==> src/core/svwd_pkg.sv <==
/*
 * Shared constants and types of the supervisor watchdog reset block.
 * Assumes a single 10 MHz reference clock; every period is counted in
 * ticks of a 1 us timebase derived from that clock.
 */
package svwd_pkg;

	// reference clock
	localparam int CLK_HZ = 10_000_000;
	localparam int CLK_PERIOD_NS = 1_000_000_000 / CLK_HZ;

	// internal timebase
	localparam int TICK_NS = 1000;
	localparam int TICK_CYCLES = TICK_NS / CLK_PERIOD_NS;
	localparam int DIV_W = 4;
	localparam logic [DIV_W-1:0] TICK_LAST = DIV_W'(TICK_CYCLES - 1);

	// period counters, in ticks
	localparam int CNT_W = 25;

	// reset hold period options, minimum values in us (rounded up to ticks)
	localparam longint HOLD_A_US = 1000;
	localparam longint HOLD_B_US = 20000;
	localparam longint HOLD_C_US = 140000;
	localparam longint HOLD_D_US = 1120000;
	localparam logic [CNT_W-1:0] HOLD_A_TICKS = CNT_W'((HOLD_A_US * 1000 + TICK_NS - 1) / TICK_NS);
	localparam logic [CNT_W-1:0] HOLD_B_TICKS = CNT_W'((HOLD_B_US * 1000 + TICK_NS - 1) / TICK_NS);
	localparam logic [CNT_W-1:0] HOLD_C_TICKS = CNT_W'((HOLD_C_US * 1000 + TICK_NS - 1) / TICK_NS);
	localparam logic [CNT_W-1:0] HOLD_D_TICKS = CNT_W'((HOLD_D_US * 1000 + TICK_NS - 1) / TICK_NS);

	// watchdog period options, typical values in us (rounded down to ticks)
	localparam longint WD_W_US = 6300;
	localparam longint WD_X_US = 102000;
	localparam longint WD_Y_US = 1600000;
	localparam longint WD_Z_US = 25600000;
	localparam logic [CNT_W-1:0] WD_W_TICKS = CNT_W'((WD_W_US * 1000) / TICK_NS);
	localparam logic [CNT_W-1:0] WD_X_TICKS = CNT_W'((WD_X_US * 1000) / TICK_NS);
	localparam logic [CNT_W-1:0] WD_Y_TICKS = CNT_W'((WD_Y_US * 1000) / TICK_NS);
	localparam logic [CNT_W-1:0] WD_Z_TICKS = CNT_W'((WD_Z_US * 1000) / TICK_NS);

	// floating kick: internal refresh at 7/8 of the watchdog period
	localparam int FREERUN_NUM = 7;
	localparam int FREERUN_DEN = 8;

	// glitch rejection
	localparam int FILT_W = 8;
	localparam int MR_GLITCH_NS = 100;
	localparam int MR_FILT_CYC = MR_GLITCH_NS / CLK_PERIOD_NS + 1;
	localparam int SUPPLY_DIP_NS = 4000;
	localparam int SUPPLY_FILT_CYC = SUPPLY_DIP_NS / CLK_PERIOD_NS;
	localparam int KICK_PULSE_NS = 50;

	// option straps are sampled this many cycles after reset release
	localparam logic [1:0] STRAP_WAIT = 2'h3;

	typedef enum logic [1:0] {
		ST_FORCED = 2'b00,
		ST_HOLD = 2'b01,
		ST_RUN = 2'b10
	} svwd_state_t;

	typedef enum logic [1:0] {
		CAUSE_NONE = 2'b00,
		CAUSE_SUPPLY = 2'b01,
		CAUSE_MANUAL = 2'b10,
		CAUSE_WATCHDOG = 2'b11
	} svwd_cause_t;

endpackage

==> src/core/svwd_filter.sv <==
/*
 * Level filter: the output follows the input only after the input has
 * differed from it for LEN consecutive cycles.
 * Assumes its input is already synchronised to ref_clk.
 */
`timescale 1ns/1ps
`default_nettype none

module svwd_filter #(
	parameter int LEN = 2,
	parameter logic INIT = 1'b1
) (
	input wire logic ref_clk,
	input wire logic rstn,
	input wire logic din,
	output logic dout
);
	import svwd_pkg::*;

	typedef struct packed {
		logic [FILT_W-1:0] cnt;
		logic q;
	} svwd_filt_t;

	localparam logic [FILT_W-1:0] LEN_LAST = FILT_W'(LEN - 1);

	svwd_filt_t s;
	svwd_filt_t next_s;

	always_comb begin
		next_s = s;
		if (din == s.q) begin
			next_s.cnt = '0;
		end else if (s.cnt >= LEN_LAST) begin
			next_s.q = din;
			next_s.cnt = '0;
		end else begin
			next_s.cnt = s.cnt + FILT_W'(1);
		end
	end

	always_ff @(posedge ref_clk or negedge rstn) begin
		if (!rstn) begin
			s.cnt <= '0;
			s.q <= INIT;
		end else begin
			s <= next_s;
		end
	end

	assign dout = s.q;

endmodule // svwd_filter

`default_nettype wire

==> src/core/svwd_supervisor.sv <==
/*
 * Processor supervisor: supply, manual-reset and watchdog monitoring that
 * drive a held reset output in push/pull, active-high and open-drain form.
 * Assumes an analog comparator flags the supply against the trip level,
 * pad sense lines tell whether the manual-reset and kick pins are driven,
 * and the option straps are static pins.
 */
`timescale 1ns/1ps
`default_nettype none

// Functional notes
// - reset stays asserted while manual_reset_n is held low
// - after manual_reset_n rises, reset is held one further full hold period
// - short low glitches on manual_reset_n, about 100ns, never start reset
// - an undriven manual_reset_n reads as inactive high
// - no kick level change for a whole watchdog period asserts reset
// - any kick edge clears the watchdog timer; reset assertion clears it too
// - watchdog timer held at zero during reset, counts only after release
// - floating kick disables watchdog; internal refresh every 7/8 period
// - open-drain output pulls low only while reset is asserted
// - supply dips under 4us, or 200ns full dips, do not start reset
// - reset while supply below trip level, then held one hold period
// - on hold period expiry reset releases and watchdog restarts from zero
// - hold period is one of four options: 1ms, 20ms, 140ms, 1.12s minimum
// - watchdog period is one of four options: 6.3ms, 102ms, 1.6s, 25.6s
module svwd_supervisor #(
	parameter logic [svwd_pkg::CNT_W-1:0] HOLD_TICKS_A = svwd_pkg::HOLD_A_TICKS,
	parameter logic [svwd_pkg::CNT_W-1:0] HOLD_TICKS_B = svwd_pkg::HOLD_B_TICKS,
	parameter logic [svwd_pkg::CNT_W-1:0] HOLD_TICKS_C = svwd_pkg::HOLD_C_TICKS,
	parameter logic [svwd_pkg::CNT_W-1:0] HOLD_TICKS_D = svwd_pkg::HOLD_D_TICKS,
	parameter logic [svwd_pkg::CNT_W-1:0] WD_TICKS_W = svwd_pkg::WD_W_TICKS,
	parameter logic [svwd_pkg::CNT_W-1:0] WD_TICKS_X = svwd_pkg::WD_X_TICKS,
	parameter logic [svwd_pkg::CNT_W-1:0] WD_TICKS_Y = svwd_pkg::WD_Y_TICKS,
	parameter logic [svwd_pkg::CNT_W-1:0] WD_TICKS_Z = svwd_pkg::WD_Z_TICKS,
	parameter logic [svwd_pkg::DIV_W-1:0] TICK_LAST_CYC = svwd_pkg::TICK_LAST
) (
	input wire logic ref_clk,
	input wire logic rstn,
	input wire logic manualResetN,
	input wire logic manualResetDriven,
	input wire logic watchdogKick,
	input wire logic watchdogKickDriven,
	input wire logic supplyAboveTrip,
	input wire logic [1:0] holdSel,
	input wire logic [1:0] wdSel,
	output logic resetN,
	output logic resetHigh,
	output logic resetOdOut,
	output logic resetOdOe,
	output svwd_pkg::svwd_cause_t resetCause
);
	import svwd_pkg::*;

	typedef struct packed {
		logic [1:0] mrSync;
		logic [1:0] mrDrvSync;
		logic [1:0] kickSync;
		logic [1:0] kickDrvSync;
		logic [1:0] supSync;
		logic [1:0][1:0] holdSelSync;
		logic [1:0][1:0] wdSelSync;
		logic [1:0] strapWait;
		logic [1:0] holdSelQ;
		logic [1:0] wdSelQ;
		logic kickPrev;
		logic [DIV_W-1:0] divCnt;
		svwd_state_t state;
		logic [CNT_W-1:0] holdCnt;
		logic [CNT_W-1:0] wdCnt;
		logic refreshPulse;
		logic resetN;
		logic resetHigh;
		svwd_cause_t cause;
	} svwd_core_t;

	svwd_core_t s;
	svwd_core_t next_s;

	logic mrEff;
	logic mrOk;
	logic supplyOk;
	logic tick;
	logic kickEdge;
	logic forceSrc;
	logic wdEnabled;
	logic [CNT_W-1:0] holdLimit;
	logic [CNT_W-1:0] wdLimit;
	logic [CNT_W-1:0] refreshAt;

	// one of four factory options, picked by a two-bit strap
	function automatic logic [CNT_W-1:0] pick_option(
		input logic [1:0] sel,
		input logic [CNT_W-1:0] opt0,
		input logic [CNT_W-1:0] opt1,
		input logic [CNT_W-1:0] opt2,
		input logic [CNT_W-1:0] opt3
	);
		logic [CNT_W-1:0] r;
		r = opt0;
		case (sel)
			2'h0: r = opt0;
			2'h1: r = opt1;
			2'h2: r = opt2;
			default: r = opt3;
		endcase
		return r;
	endfunction

	// an undriven pin reads high, as through a pull-up
	assign mrEff = s.mrSync[1] | ~s.mrDrvSync[1];

	// low must last beyond the glitch width before it counts
	svwd_filter #(
		.LEN(MR_FILT_CYC),
		.INIT(1'b1)
	) u_mr_filter (
		.ref_clk(ref_clk),
		.rstn(rstn),
		.din(mrEff),
		.dout(mrOk)
	);

	// starts low so power-up always runs a full hold period
	svwd_filter #(
		.LEN(SUPPLY_FILT_CYC),
		.INIT(1'b0)
	) u_supply_filter (
		.ref_clk(ref_clk),
		.rstn(rstn),
		.din(s.supSync[1]),
		.dout(supplyOk)
	);

	assign holdLimit = pick_option(s.holdSelQ, HOLD_TICKS_A, HOLD_TICKS_B,
		HOLD_TICKS_C, HOLD_TICKS_D);
	assign wdLimit = pick_option(s.wdSelQ, WD_TICKS_W, WD_TICKS_X,
		WD_TICKS_Y, WD_TICKS_Z);

	// product stays below 2^31 for the largest option
	assign refreshAt = CNT_W'((32'(wdLimit) * FREERUN_NUM) / FREERUN_DEN);

	assign tick = (s.divCnt == TICK_LAST_CYC);
	assign wdEnabled = s.kickDrvSync[1];
	// kick pulses shorter than one clock period (100 ns) can be missed
	assign kickEdge = wdEnabled & (s.kickSync[1] ^ s.kickPrev);
	assign forceSrc = ~supplyOk | ~mrOk;

	always_comb begin
		next_s = s;

		// two-stage synchronisers on every pin
		next_s.mrSync = {s.mrSync[0], manualResetN};
		next_s.mrDrvSync = {s.mrDrvSync[0], manualResetDriven};
		next_s.kickSync = {s.kickSync[0], watchdogKick};
		next_s.kickDrvSync = {s.kickDrvSync[0], watchdogKickDriven};
		next_s.supSync = {s.supSync[0], supplyAboveTrip};
		next_s.holdSelSync = {s.holdSelSync[0], holdSel};
		next_s.wdSelSync = {s.wdSelSync[0], wdSel};
		next_s.kickPrev = s.kickSync[1];
		next_s.refreshPulse = 1'b0;

		// straps are sampled in each of the first three cycles; the last sample has crossed both stages
		if (s.strapWait != STRAP_WAIT) begin
			next_s.strapWait = s.strapWait + 2'h1;
			next_s.holdSelQ = s.holdSelSync[1];
			next_s.wdSelQ = s.wdSelSync[1];
		end

		// timebase divider
		if (tick) begin
			next_s.divCnt = '0;
		end else begin
			next_s.divCnt = s.divCnt + DIV_W'(1);
		end

		case (s.state)
			ST_FORCED: begin
				next_s.wdCnt = '0;
				next_s.holdCnt = '0;
				if (!supplyOk) begin
					next_s.cause = CAUSE_SUPPLY;
				end else if (!mrOk) begin
					next_s.cause = CAUSE_MANUAL;
				end
				if (!forceSrc) begin
					next_s.state = ST_HOLD;
				end
			end
			ST_HOLD: begin
				next_s.wdCnt = '0;
				if (forceSrc) begin
					next_s.state = ST_FORCED;
				end else if (tick) begin
					// one extra tick: the first tick may be partial, hold stays a minimum
					if (s.holdCnt >= holdLimit) begin
						next_s.state = ST_RUN;
						next_s.holdCnt = '0;
					end else begin
						next_s.holdCnt = s.holdCnt + CNT_W'(1);
					end
				end
			end
			ST_RUN: begin
				if (forceSrc) begin
					next_s.state = ST_FORCED;
					next_s.wdCnt = '0;
				end else if (kickEdge) begin
					next_s.wdCnt = '0;
				end else if (!wdEnabled && s.wdCnt >= refreshAt) begin
					// internal low-high-low refresh while the kick floats
					next_s.wdCnt = '0;
					next_s.refreshPulse = 1'b1;
				end else if (tick) begin
					if (wdEnabled && s.wdCnt + CNT_W'(1) >= wdLimit) begin
						next_s.state = ST_HOLD;
						next_s.wdCnt = '0;
						next_s.holdCnt = '0;
						next_s.cause = CAUSE_WATCHDOG;
					end else begin
						next_s.wdCnt = s.wdCnt + CNT_W'(1);
					end
				end
			end
			default: begin
				next_s.state = ST_FORCED;
			end
		endcase

		// outputs registered from the next state, so they move with it
		next_s.resetN = (next_s.state == ST_RUN);
		next_s.resetHigh = (next_s.state != ST_RUN);
	end

	always_ff @(posedge ref_clk or negedge rstn) begin
		if (!rstn) begin
			s.mrSync <= 2'h3;
			s.mrDrvSync <= 2'h0;
			s.kickSync <= 2'h0;
			s.kickDrvSync <= 2'h0;
			s.supSync <= 2'h0;
			s.holdSelSync <= 4'h0;
			s.wdSelSync <= 4'h0;
			s.strapWait <= 2'h0;
			s.holdSelQ <= 2'h0;
			s.wdSelQ <= 2'h0;
			s.kickPrev <= 1'b0;
			s.divCnt <= '0;
			s.state <= ST_FORCED;
			s.holdCnt <= '0;
			s.wdCnt <= '0;
			s.refreshPulse <= 1'b0;
			s.resetN <= 1'b0;
			s.resetHigh <= 1'b1;
			s.cause <= CAUSE_SUPPLY;
		end else begin
			s <= next_s;
		end
	end

	assign resetN = s.resetN;
	assign resetHigh = s.resetHigh;
	// open-drain: pull low only while asserted, else leave the line free
	assign resetOdOut = 1'b0;
	assign resetOdOe = s.resetHigh;
	assign resetCause = s.cause;

endmodule // svwd_supervisor

`default_nettype wire

==> config.mk <==
export PLATFORM = sky130hd
export DESIGN_NAME = svwd_supervisor
export DESIGN_NICKNAME = d
export VERILOG_FILES = /design/src/core/svwd_pkg.sv /design/src/core/svwd_filter.sv /design/src/core/svwd_supervisor.sv
export SDC_FILE = /design/constraint.sdc
export NUM_CORES = 1
export LEC_CHECK = 0
export ABC_AREA = 1
export BUFFER_PORTS_ARGS = -buffer_cell sky130_fd_sc_hd__buf_2
export CORE_MARGIN = 2
export CORE_UTILIZATION = 57
export DETAILED_ROUTE_END_ITERATION = 10
export PLACE_DENSITY = 0.88
export SLEW_MARGIN = 20
export SYNTH_ARGS = -nofsm -noshare
export SYNTH_HDL_FRONTEND = slang
export SYNTH_SLANG_ARGS = --single-unit
==> constraint.sdc <==
create_clock -name ref_clk -period 3.41 [get_ports ref_clk]
set_input_delay 0.1705 -clock ref_clk [delete_from_list [all_inputs] [get_ports ref_clk]]
set_output_delay 0.1705 -clock ref_clk [all_outputs]
set_load 0.1 [all_outputs]
==> flow_summary.yaml <==
run_status:
  outcome: "complete, but fails checks"
  violations: "negative setup slack"
clock_network:
  cts_root_buf: "clkbuf_16"
  insertion_delay_ns: 0.36
  cts.sinks: 103
  cts_tree: "done"
  cts_buffer_depth: 2
  htree_levels: 3
  clkTransAtPathRegs_ns: 0.07
  cts_made_buffers: 9
worst_setup_path:
  end_kind: "register"
  critPathRequiredTime_ns: 3.68
  crit_arrival_ns: 3.70
  r2r_slack_ns: -0.02
  crit_slowest_cell: "dfrtp_1"
  path_cells: "buf_4, ha_1, o21ai_1, xor2_1, xor2_1, inv_1, ha_1, nand4_1, nor4_4, nand3_1, nand2_1, nand2_2, a21oi_4, nand4_4, buf_12, o22ai_1"
  critPathLaunch: "s[63]"
  cp_max_fo: 17
  startpoint_type: "register"
  r2r-start: "s[63]"
  critical_path_class: "reg2reg"
  reg2reg_depth: 16
  reg2reg_to: "s[16]"
  cp_slowest_stage_delay_ns: 0.40
floorplan:
  die_h_um: 114
  coreArea_mm2: 0.0119
  initial_core_util: 0.579
  die_w_um: 114
  dieArea_mm2: 0.0130
  placementRows: 40
  ios: 17
global_routing:
  grt_antenna_before_repair: 0
  grt_pass1_wl_mm: 27.4
  grt-ovfl-total: 0
  first_global_vias: 6027
  grt_max_degree: 56
  grt_usage: 0.263
timing:
  rsz0062_at_grt: "yes"
  setup_tns_ns: -0.0243
  whs_ns: 0.352
  period_share: 1.01
  hold_violations: 0
  finClkSkew_ns: 0.00826
  worstMarginPinSlew_ns: 0.644
  slew_headroom: 0.559
  timing.fmax_mhz: 291
  worst_slack_ns: -0.0243
  min_period_ns: 3.43
  setup_violations: 1
  slew_viol_final: 0
placed_design:
  portBuffers: 15
  dp.cells: 1052
  gp_congestion: 0.961
  place_area_mm2: 0.00734
  dpl.hpwl_mm: 11.7
power:
  ir_drop_v: 0.000455
  swShare: 0.378
  power_frac_clock: 0.278
  p_int_mw: 2.42
  powerDensity_mw_per_mm2: 466
  power_frac_seq: 0.393
  pwr-share-comb: 0.329
  leakage_nw: 3.98
  p_sw_mw: 1.47
cells_and_area:
  antenna_cells: 0
  nets: 1032
  area_growth_pct: 21.0
  final_common_cell: "nand2_1"
  final_cell_mix: "nand2_1 (141), inv_1 (119), dfrtp_1 (92)"
  drive_above_1_share: 0.193
  finalInstanceArea_mm2: 0.00834
  stdcell_count: 1097
synth:
  netlist_instances: 867
  synth_area_per_cell_um2: 7.95
  synth_seq_cells: 103
  synthFlopType: "dfrtp_1"
  synth_edf_count: 0
  netlist_area_mm2: 0.00690
  async_flop_share: 1.00
  ys_seq_area_frac: 0.375
  yosys_warnings: 0
  ys_types: 49
route:
  drc: 0
  ant_nets: 0
  via_count: 6441
  wl_mm: 17.8
  routed_via_density: 5.87
  avgRoutedWirePerCell_um: 16.3
  drt_iter0_drc: 659
  firstDrtPassIters: 5
min_path:
  min_from: "next_s[70]"
  hp-class: "reg2reg"
  worstHoldEndpoint: "s[70]"
  min_path_cells: 0
job:
  drv_cap: 0
==> layout make-up <==
cell class / count / area (µm²)
Clock inverter: 5 / 63.8
Clock buffer: 11 / 243
Tap cell: 147 / 184
Multi-Input combinational cell: 626 / 4090
Timing Repair Buffer: 76 / 662
Sequential cell: 103 / 2590
Inverter: 129 / 507
Fill cell: 848 / 3570
==> registers in the layout, summed over array words and instances (netlist names), 2 cells and up <==
name / cells
next_s: 10
resetCause: 2
s: 71
u_mr_filter.s: 8
u_supply_filter.s: 8
==> metrics by stage <==
step	total power, mW	worst slack (ns)	util
CTS	3.66	0.000517	0.656
global route	4.08	-0.247	0.701
finish	3.88	-0.0243	0.701
global placement	2.53	0.00839	0.616
detailed placement	2.57	-0.0597	0.616
floorplan	2.28	0.176	-
==> cell usage after synthesis (2+ instances only) <==
master     count  area share
nand2_1      153       0.083
inv_1        125       0.068
dfrtp_1       98        0.36
nor2_1        94       0.051
ha_1          76        0.14
nand3_1       62       0.045
a21oi_1       44       0.032
nand4_1       32       0.029
o21ai_0       25       0.018
xor2_1        19       0.024
o22ai_1       16       0.015
nor3_1        15       0.011
a21oi_2        7      0.0089
xnor2_1        7      0.0089
clkbuf_1       6      0.0033
nor4_1         6      0.0054
buf_4          5      0.0054
dfstp_2        5       0.019
nand2_2        5      0.0045
a211oi_1       4      0.0044
nor2_2         4      0.0036
nor3b_1        4      0.0044
o2111ai_1      4      0.0051
o21ai_1        4      0.0029
o31ai_1        4      0.0044
buf_2          3      0.0022
inv_2          3      0.0016
nand2_4        3      0.0049
nor2_4         3      0.0049
o21a_1         3      0.0033
o221ai_1       3      0.0038
a2111oi_0      2      0.0025
a21boi_0       2      0.0022
buf_6          2      0.0033
nand3b_1       2      0.0022
o211ai_1       2      0.0022
o41ai_1        2      0.0025
or4_1          2      0.0022
==> critical path, delay by kind of cell (launching register included) <==
kind            cells  cell delay [ns]
compound gates      3             0.56
xor+xnor            2             0.45
fa+ha+maj           2             0.50
simple gates        6             0.97
flops               1             0.40
buf+inv             3             0.44
==> logic make-up after synthesis <==
family	count (synthesis)	share of synthesized area
other cells	1	0.000544
fa+ha+maj	76	0.138
xor+xnor	26	0.0330
simple gates	391	0.258
buf+inv	145	0.0844
mux	2	0.00308
flops	103	0.375
compound gates	123	0.108
==> power by group through the flow <==
stage | clock network (mW) | logic [mW] | registers (mW)
after floorplan | 0 | 0.804 | 1.48
after global placement | 0 | 1.02 | 1.52
after detailed placement | 0 | 1.05 | 1.52
after CTS | 1.09 | 1.07 | 1.50
after global routing | 1.14 | 1.39 | 1.55
final | 1.08 | 1.28 | 1.53
==> layer usage <==
layer,vias to the layer above,share of wire,global-route usage
met5,-,0,0
met4,0,0.043,0.102
met3,75,0.068,0.0425
met2,309,0.48,0.442
met1,3025,0.41,0.342
li1,3032,-,-
==> worst max-delay path by stage <==
| stage | slack [ns] | to | cells past startpoint |
|---|---|---|---|
| after floorplan | 0.18 | s[18] | 16 |
| after global placement | 0.008 | s[41] | 26 |
| after detailed placement | -0.06 | s[35] | 26 |
| after CTS | 0.0005 | s[35] | 26 |
| after global routing | -0.25 | s[41] | 27 |
| final | -0.02 | s[16] | 16 |
==> timing repair <==
action / CTS / global route
pin swaps: 1 / 18
setup endpoints to repair: 19 / 56
cloned: 0 / 3
setup buffers: 5 / 11
endpoints found under the hold margin: 57 / 0
hold buffers: 10 / 0
resized for setup: 6 / 104
(Power assumes the default switching activity.)
